## config.mk

```make
export PLATFORM = sky130hd
export DESIGN_NAME = pba_master
export DESIGN_NICKNAME = d
export VERILOG_FILES = /design/src/design/pba_pkg.sv /design/src/design/pba_master.sv /design/src/design/pba_sync.sv
export SDC_FILE = /design/constraint.sdc
export NUM_CORES = 1
export LEC_CHECK = 0
export ABC_AREA = 0
export BUFFER_PORTS_ARGS = -buffer_cell sky130_fd_sc_hd__buf_2
export CAP_MARGIN = 20
export CORE_ASPECT_RATIO = 0.8
export CORE_UTILIZATION = 40
export CTS_CLUSTER_DIAMETER = 60
export DETAILED_ROUTE_END_ITERATION = 10
export MAX_ROUTING_LAYER = met4
export SYNTH_ARGS = -nofsm -noshare
export SYNTH_HDL_FRONTEND = slang
export SYNTH_SLANG_ARGS = --single-unit
```

## constraint.sdc

```tcl
create_clock -name clk_sys_i -period 2.15 [get_ports clk_sys_i]
set_input_delay 0.43 -clock clk_sys_i [delete_from_list [all_inputs] [get_ports clk_sys_i]]
set_output_delay 0.43 -clock clk_sys_i [all_outputs]
set_load 0.01 [all_outputs]
```

## src/design/pba_pkg.sv

```systemverilog
package pba_pkg;

    // ============================================================
    // Grant and request line layout
    localparam int unsigned NUM_LVL     = 5;
    localparam logic [2:0]  LVL_NONPROC = 3'h0;
    localparam logic [2:0]  LVL_BR7     = 3'h1;
    localparam logic [2:0]  LVL_BR6     = 3'h2;
    localparam logic [2:0]  LVL_BR5     = 3'h3;
    localparam logic [2:0]  LVL_BR4     = 3'h4;
    localparam logic [4:0]  LVL_ONE     = 5'h01;

    // ============================================================
    // Synchroniser vector: grants in, busy, ack, requests
    localparam int unsigned SYNC_W      = 12;

    // ============================================================
    // Reset values and driven line level
    localparam logic [4:0]  LINES_RST   = 5'h00;
    localparam logic        BIT_RST     = 1'b0;
    localparam logic        LINE_DRIVE  = 1'b1;

    // ============================================================
    // Master sequence states
    typedef enum logic [2:0] {
        ST_IDLE      = 3'h0,
        ST_REQ       = 3'h1,
        ST_ACK       = 3'h2,
        ST_WAIT_BUSY = 3'h3,
        ST_MASTER    = 3'h4
    } pba_state_type;

endpackage : pba_pkg

```

## src/design/pba_master.sv

```systemverilog
// Functional notes
// - Wanted grant is blocked and acked; else passed
// - Passed grant is never accepted afterwards
// - Take busy only after seeing it free
// - Single transfer drops request while ack held
// - Far-end terminator acks stray grants
// - Drop ack only after grant negation seen
// - Single transfer: busy and ack change together
// - Processor inhibits level grants while relevelling
// - Grants chained; requests, ack, busy shared lines
`timescale 1ns/1ps
`default_nettype none

module pba_master (
    input  wire logic       clk_sys_i,
    input  wire logic       nrst_i,
    // User side
    input  wire logic       xfer_req_i,
    input  wire logic [2:0] level_i,
    input  wire logic       hold_i,
    input  wire logic       xfer_done_i,
    input  wire logic       term_mode_i,
    input  wire logic       proc_busy_i,
    output logic            master_o,
    output logic            bg_inhibit_o,
    output logic            select_ack_seen_o,
    output logic [4:0]      req_seen_o,
    // Grant chain
    input  wire logic [4:0] grant_in_i,
    output logic      [4:0] grant_out_o,
    // Shared request lines
    input  wire logic [4:0] req_i,
    output logic      [4:0] req_o,
    output logic      [4:0] req_oe_o,
    // Shared select_ack line
    input  wire logic       select_ack_i,
    output logic            select_ack_o,
    output logic            select_ack_oe_o,
    // Shared bus_busy_line
    input  wire logic       busy_i,
    output logic            busy_o,
    output logic            busy_oe_o
);

    // ============================================================
    // Input synchronisers
    logic [pba_pkg::SYNC_W-1:0] sync_vec;
    logic [4:0]                 gin_s;
    logic                       busy_s;

    pba_sync #(
        .W (pba_pkg::SYNC_W)
    ) u_sync (
        .clk_sys_i (clk_sys_i),
        .nrst_i    (nrst_i),
        .async_i   ({req_i, select_ack_i, busy_i, grant_in_i}),
        .sync_o    (sync_vec)
    );

    assign gin_s  = sync_vec[4:0];
    assign busy_s = sync_vec[5];

    // ============================================================
    // State
    pba_pkg::pba_state_type state_reg, state_next;
    logic [2:0] lvl_reg,    lvl_next;
    logic       req_reg,    req_next;
    logic       select_ack_reg,   select_ack_next;
    logic       busy_reg,   busy_next;
    logic       tsack_reg,  tsack_next;
    logic       inh_reg,    inh_next;
    logic [4:0] gout_reg,   gout_next;
    logic [4:0] passed_reg, passed_next;
    logic [4:0] seen_reg,   seen_next;
    logic       ackin_reg,  ackin_next;

    logic [4:0] lvl_mask;
    logic [4:0] blk_mask;
    logic       my_gin;
    logic       my_passed;
    logic       accept;

    assign lvl_mask  = pba_pkg::LVL_ONE << lvl_reg;
    assign my_gin    = |(gin_s & lvl_mask);
    assign my_passed = |(passed_reg & lvl_mask);
    // A grant we already forwarded belongs to someone further down
    assign accept    = (state_reg == pba_pkg::ST_REQ) && my_gin && !my_passed;
    assign blk_mask  = (accept || state_reg == pba_pkg::ST_ACK) ? lvl_mask : pba_pkg::LINES_RST;

    // ============================================================
    // Next-state logic
    always_comb begin
        state_next  = state_reg;
        lvl_next    = lvl_reg;
        req_next    = req_reg;
        select_ack_next   = select_ack_reg;
        busy_next   = busy_reg;
        // Terminator acks any grant that reached the bus end
        tsack_next  = term_mode_i && (|gin_s);
        inh_next    = proc_busy_i;
        // Terminator is the chain end, so it forwards nothing
        gout_next   = term_mode_i ? pba_pkg::LINES_RST : (gin_s & ~blk_mask);
        passed_next = gin_s & (passed_reg | gout_next);
        seen_next   = sync_vec[11:7];
        ackin_next  = sync_vec[6];
        case (state_reg)
            pba_pkg::ST_IDLE: begin
                if (xfer_req_i && (level_i <= pba_pkg::LVL_BR4)) begin
                    lvl_next   = level_i;
                    req_next   = 1'b1;
                    state_next = pba_pkg::ST_REQ;
                end
            end
            pba_pkg::ST_REQ: begin
                if (accept) begin
                    select_ack_next  = 1'b1;
                    state_next = pba_pkg::ST_ACK;
                end
            end
            pba_pkg::ST_ACK: begin
                // Drop request while ack still up, unless more follows
                req_next = hold_i;
                if (!my_gin) begin
                    state_next = pba_pkg::ST_WAIT_BUSY;
                end
            end
            pba_pkg::ST_WAIT_BUSY: begin
                req_next = req_reg && hold_i;
                if (!busy_s) begin
                    busy_next  = 1'b1;
                    select_ack_next  = 1'b0;
                    state_next = pba_pkg::ST_MASTER;
                end
            end
            pba_pkg::ST_MASTER: begin
                if (xfer_done_i) begin
                    busy_next  = 1'b0;
                    state_next = req_reg ? pba_pkg::ST_REQ : pba_pkg::ST_IDLE;
                end
            end
            default: begin
                state_next = pba_pkg::ST_IDLE;
            end
        endcase
    end

    always_ff @(posedge clk_sys_i or negedge nrst_i) begin
        if (!nrst_i) begin
            state_reg  <= pba_pkg::ST_IDLE;
            lvl_reg    <= pba_pkg::LVL_NONPROC;
            req_reg    <= pba_pkg::BIT_RST;
            select_ack_reg   <= pba_pkg::BIT_RST;
            busy_reg   <= pba_pkg::BIT_RST;
            tsack_reg  <= pba_pkg::BIT_RST;
            inh_reg    <= pba_pkg::BIT_RST;
            gout_reg   <= pba_pkg::LINES_RST;
            passed_reg <= pba_pkg::LINES_RST;
            seen_reg   <= pba_pkg::LINES_RST;
            ackin_reg  <= pba_pkg::BIT_RST;
        end else begin
            state_reg  <= state_next;
            lvl_reg    <= lvl_next;
            req_reg    <= req_next;
            select_ack_reg   <= select_ack_next;
            busy_reg   <= busy_next;
            tsack_reg  <= tsack_next;
            inh_reg    <= inh_next;
            gout_reg   <= gout_next;
            passed_reg <= passed_next;
            seen_reg   <= seen_next;
            ackin_reg  <= ackin_next;
        end
    end

    // ============================================================
    // Outputs; shared lines are wired-OR, enable high when asserted
    assign master_o     = busy_reg;
    assign bg_inhibit_o = inh_reg;
    assign select_ack_seen_o  = ackin_reg;
    assign req_seen_o   = seen_reg;
    assign grant_out_o  = gout_reg;
    assign req_o        = {pba_pkg::NUM_LVL{pba_pkg::LINE_DRIVE}};
    assign req_oe_o     = req_reg ? lvl_mask : pba_pkg::LINES_RST;
    assign select_ack_o       = pba_pkg::LINE_DRIVE;
    assign select_ack_oe_o    = select_ack_reg || tsack_reg;
    assign busy_o       = pba_pkg::LINE_DRIVE;
    assign busy_oe_o    = busy_reg;
endmodule : pba_master

`default_nettype wire

```

## src/design/pba_sync.sv

```systemverilog
`timescale 1ns/1ps
`default_nettype none

module pba_sync #(
    parameter int unsigned W = 1
) (
    input  wire logic         clk_sys_i,
    input  wire logic         nrst_i,
    input  wire logic [W-1:0] async_i,
    output logic      [W-1:0] sync_o
);

    // ============================================================
    // Two-stage synchroniser; first stage feeds only the second
    logic [W-1:0] meta_reg;
    logic [W-1:0] sync_reg;

    always_ff @(posedge clk_sys_i or negedge nrst_i) begin
        if (!nrst_i) begin
            meta_reg <= '0;
            sync_reg <= '0;
        end else begin
            meta_reg <= async_i;
            sync_reg <= meta_reg;
        end
    end

    assign sync_o = sync_reg;

endmodule : pba_sync

`default_nettype wire

```

After elaboration in Yosys (flattened, before gate mapping). Cells that the tools add are included.

Register bits after elaboration: 51. Bits of input ports: 22. Word-level logic and storage cells: 68.

Magnitude comparators: 1. Equal/unequal tests: 9. Shifts and indexed selects: 1. Muxes and demuxes: 18. Bitwise logic cells: 6. Reductions and logical operators: 20.

Operator list (count): AND 5 bit (4); 2-to-1 mux 3 bit (5); 2-to-1 mux 5 bit (3); one-hot mux 3 bit (5 select lines) (1); OR reduction 5 bit (3); != test 2 bit, second input constant (5); == test 3 x 2 -> 1 bit, second input constant (2); 2-to-1 mux 1 bit (6); AND reduction 3 bit (2); logical AND 1 bit (5); NOT 5 bit (1); bitwise OR 5 bit (1); AND reduction 5 bit (1); << shifter 1 x 3 -> 5 bit, first input constant (1); one-hot mux 1 bit (2 select lines) (2); AND reduction 2 bit (2); nonzero test 2 bit (2); == test 3 x 1 -> 1 bit, second input constant (1); == test 3 bit, second input constant (1); <= comparator 3 bit, second input constant (1); zero test 3 bit (1); one-hot mux 1 bit (3 select lines) (1); nonzero test 3 bit (1); logical OR 1 bit (2); zero test 1 bit (1).

Longest topological paths before layout.
Word-level depth: 12. Depth in mapped cells: 6.

Cells and area by module. From an unflattened synthesis, not the netlist that was laid out.

Cell total of the unflattened synthesis: 151. Area, all modules: 1920.6 µm².

Modules (own cells, without submodules): pba_master (instances 1, cells each 127, area each 1320.0 µm², seq. area each 675.6 µm²); pba_sync (instances 1, cells each 24, area each 600.6 µm², seq. area each 600.6 µm²).

Least setup slack after synthesis. OpenSTA, ideal clock, no wires.

Path kind: register -> register. From: register lvl_reg[0]. To: register passed_reg[3]. Data arrival time: 1.450 ns. Data required time: 2.004 ns. Setup slack: 0.554 ns. Cell stages (with the launch flop): 5. Buffers on the path: 0. Clock period less this slack: 1.596 ns. Path through: dfrtp_1 > nor3_2 > a221oi_4 > o32ai_4 > a41oi_1.

Cells in the longest elaborated chain, start to end: 12.

Ends and longest elaborated chain: start: declaration (line pba_master.sv:66) `logic [2:0] lvl_reg, lvl_next;`; start signal: assignment (line pba_master.sv:150) `lvl_reg <= pba_pkg::LVL_NONPROC;`; start signal: assignment (line pba_master.sv:162) `lvl_reg <= lvl_next;`; << shifter 1 x 3 -> 5 bit (*) (line pba_master.sv:83) `assign lvl_mask = pba_pkg::LVL_ONE << lvl_reg;`; AND 5 bit (on tied branches) (line pba_master.sv:84, pba_master.sv:85); OR reduction 5 bit (on tied branches) (line pba_master.sv:84, pba_master.sv:85); logical AND 1 bit / zero test 1 bit (equally long branches) (line pba_master.sv:87) `assign accept = (state_reg == pba_pkg::ST_REQ) && my_gin && !my_passed;`; logical AND 1 bit (line pba_master.sv:87); logical OR 1 bit (line pba_master.sv:88) `assign blk_mask = (accept || state_reg == pba_pkg::ST_ACK) ? lvl_mask : pba_pkg::LINES_RST;`; 2-to-1 mux 5 bit (*) (line pba_master.sv:88); NOT 5 bit (*) (line pba_master.sv:102) `gout_next = term_mode_i ? pba_pkg::LINES_RST : (gin_s & ~blk_mask);`; AND 5 bit (*) (line pba_master.sv:102); 2-to-1 mux 5 bit (*) (line pba_master.sv:102); bitwise OR 5 bit (*) (line pba_master.sv:103) `passed_next = gin_s & (passed_reg | gout_next);`; AND 5 bit (*) (line pba_master.sv:103); net passed_next[3] (line pba_master.sv:73) `logic [4:0] passed_reg, passed_next;`; end signal: assignment (line pba_master.sv:157) `passed_reg <= pba_pkg::LINES_RST;`; end signal: assignment (line pba_master.sv:169) `passed_reg <= passed_next;`; end: declaration (line pba_master.sv:73).

The timed path passes the listed nets; every way through them passes the cells marked *. A chain may end at the register's enable or synchronous reset.

Worst setup path after layout.
From: register lvl_reg[1]. To: output req_oe_o[2].

Cells in the longest elaborated chain, start to end: 2.

Ends and longest elaborated chain: << shifter 1 x 3 -> 5 bit (line pba_master.sv:83); 2-to-1 mux 5 bit (line pba_master.sv:183) `assign req_oe_o = req_reg ? lvl_mask : pba_pkg::LINES_RST;`; end: declaration (line pba_master.sv:34) `output logic [4:0] req_oe_o,`.

No other way between the ends.

==> summary.md <==
| Metric | Value |
|---|---|
| Register bit total from synthesis | 51 |
| CTS Buf Count | 5 |
| Most common cell in the netlist | dfrtp_1 |
| Finished Core Util | 48.37% |
| Area delta synth->final | 15.69% |
| Last element of the critical path | req_oe_o[2] |
| CTS Root Cell | clkbuf_8 |
| Site Rows | 22 |
| Initial antenna violation count | 0 |
| Worst EP required | 1.72 ns |
| Top-area cell type share of the netlist area | 66.41% |
| Slew margin rel. | 59.14% |
| Pwr dens | 1128 nW/um^2 |
| DIE AREA | 5087 um^2 |
| Top cell type by total area after synthesis | dfrtp_1 |
| Post-synth EDFFs | 0 |
| Syn avg cell area | 12.99 um^2 |
| Psw | 0.8860 mW |
| Final setup violation count | 0 |
| IO Port Bufs | 41 |
| Cells after Synth | 148 |
| Final Hold Slack | 0.2273 ns |
| Drt drc | 0 |
| Flop2flop setup slack | 0.26 ns |
| Fmax | 516.2 MHz |
| Sw frac | 35.34% |
| Pin count of the biggest net entering global routing | 52 |
| Router iterations before antenna repair | 4 |
| Number of vias per cell | 4.925 |
| Final worst path period share | 90.10% |
| First-pass GRT wire length | 5651 um |
| Crit path DAT | 1.51 ns |
| Fin. Hold Viols | 0 |
| Slowest stage delay, CP | 0.51 ns |
| Vias in the first global route | 1,165 |
| Crit end category | primary output |
| Reg area | 1277 um^2 |
| Number of cells on the critical path | 4 |
| Die W | 79.50 um |
| WL final | 3402 um |
| Slowest CP cell | dfrtp_2 |
| Gpl congestion | 0.8597 |
| Reg2reg start | lvl_reg[2] |
| Clock power frac | 20.6% |
| Crit path buffers/inverters | 2 |
| CTS tree | yes |
| Share of flip-flops with an asynchronous set or reset | 100.0% |
| Worst slew pin tran | 0.6129 ns |
| Final slew viol count | 0 |
| HP Class | input port to asynchronous set/reset pin |
| Kind of critical path | register to primary output |
| R2r worst-path depth | 5 |
| Share of cells above drive strength 1 | 30.57% |
| I/O pin total | 49 |
| CP Max Fanout | 13 |
| Worst vdd rail ir drop | 544.2 uV |
| Cell Int Power | 1.621 mW |
| Outcome | finished clean |
| Antenna-violating nets left | 0 |
| Drt wl/cell | 13.45 um |
| Sequential element share of the synthesized area | 66.41% |
| Tmin final | 1.937 ns |
| Layout Nets | 214 |
| Height of the die | 64.00 um |
| Multi-input logic area | 528.0 um^2 |
| Non-filler cells, final | 253 |
| Via count | 1,246 |
| Setup bufs post-CTS | 0 |
| Post-synthesis cell type count | 39 |
| FILL cells | 400 |
| CP startpoint | lvl_reg[1] |
| Top_reg_cell synth | dfrtp_1 |
| Total track usage | 15.52% |
| Synthesized area | 1922 um^2 |
| Worst-skew pair later-pin latency | 0.30 ns |
| # diodes | 0 |
| Synth warnings | 0 |
| Max-cap check violation count | 0 |
| Critical Path Start Type | register |
| Clk pin slew, worst setup/hold paths | 0.08 ns |
| Crit path cell chain | inv_2 -> nor3_2 -> and2_1 -> buf_2 |
| RSZ-0062 raised after global routing | no |
| Worst R2R End | grant_out_o[4] |
| Synth area leaders | dfrtp_1 66%, buf_4 3.1%, nand2_1 2.1% |
| Initial DRC Count | 83 |
| H-tree depth | 2 |
| Dpl cells | 245 |
| Seq pwr share | 51.1% |
| Clk buf depth | 2 |
| Fin Setup TNS | 0 ns |
| Total gr overflow | 0 |
| Comb power frac | 28.3% |
| Leak Pwr | 1.061 nW |
| Post-DP HPWL | 2374 um |
| Initial Util | 41.81% |
| Family with the most delay on the worst path | flip-flops |
| Most instantiated cells after synthesis | 51 x dfrtp_1, 11 x nand2_1, 10 x inv_1, 8 x buf_4, 8 x o21ai_0 |
| Number of clock sinks | 51 |
| Final Skew | 0.004633 ns |
| Core ar. | 4597 um^2 |
| Power Total | 2.507 mW |
layout make-up:
type	instances	area share, %
clock buffers	7	3.433
multi-input cells	80	23.75
inverters	11	1.857
clock inverters	1	0.2251
well taps	60	3.376
repair buffers	43	9.904
flip-flops and latches	51	57.46
power by group through the flow:
stage | Clock (mW) | Combinational [mW] | Sequential [mW]
after floorplan | 0 | 0.641 | 1.20
after global placement | 0 | 0.698 | 1.29
after detailed placement | 0 | 0.711 | 1.30
after CTS | 0.539 | 0.714 | 1.28
after global routing | 0.577 | 0.790 | 1.31
final | 0.516 | 0.710 | 1.28
cell families after synthesis:
| logic type | count (synthesis) | synth area share (%) |
|---|---|---|
| other cells | 1 | 0.1951 |
| flops | 51 | 66.41 |
| simple gates | 35 | 10.09 |
| mux | 5 | 2.864 |
| buf+inv | 23 | 7.291 |
| compound gates | 33 | 13.15 |
how the worst min path moves through the flow:
| stage | startpoint | endpoint | slack (ns) | cells after the start |
|---|---|---|---|---|
| global route | grant_in_i[0] | u_sync.meta_reg[0] | 0.21 | 1 |
| detailed placement | u_sync.sync_o[11] | req_seen_o[4] | 0.33 | 0 |
| floorplan | nrst_i | bg_inhibit_o | 0.13 | 0 |
| global placement | u_sync.sync_o[8] | req_seen_o[1] | 0.33 | 0 |
| finish | nrst_i | state_reg[2] | 0.23 | 2 |
| CTS | grant_in_i[4] | u_sync.meta_reg[4] | 0.22 | 1 |
metal layers:
| layer | track usage [%] | up-vias | part of all wire [%] |
|---|---|---|---|
| li1 | - | 587 | - |
| met1 | 21.42 | 605 | 47 |
| met2 | 21.37 | 46 | 46 |
| met3 | 3.857 | 8 | 6.0 |
| met4 | 7.500 | 0 | 1.8 |
| met5 | - | - | 0 |
layout by cell type (no fill, tap or decap), drive strengths merged, types with 2 or more instances in the layout:
cell    instances
and3            4
a21oi           4
nand3           2
a41oi           2
a31oi           5
mux2            4
inv            11
a311oi          3
nor2b           2
clkbuf          7
o21ai          11
o32ai           2
buf            43
conb            7
nor2            6
nor3            4
nand2          11
dfrtp          51
metrics by stage:
stage | setup slack (ns) | area [um^2]
floorplan | 0.5541 | 1944
global placement | 0.2407 | 2141
detailed placement | 0.1652 | 2141
CTS | 0.07310 | 2222
global route | 0.07965 | 2223
finish | 0.2128 | 2223
timing repair:
item | 4_1_cts | 5_1_grt
hold buffers | 0 | 0
endpoints found under the setup margin | 0 | 4
gates resized for setup | 0 | 1
Power figures use the tool's default switching activity.
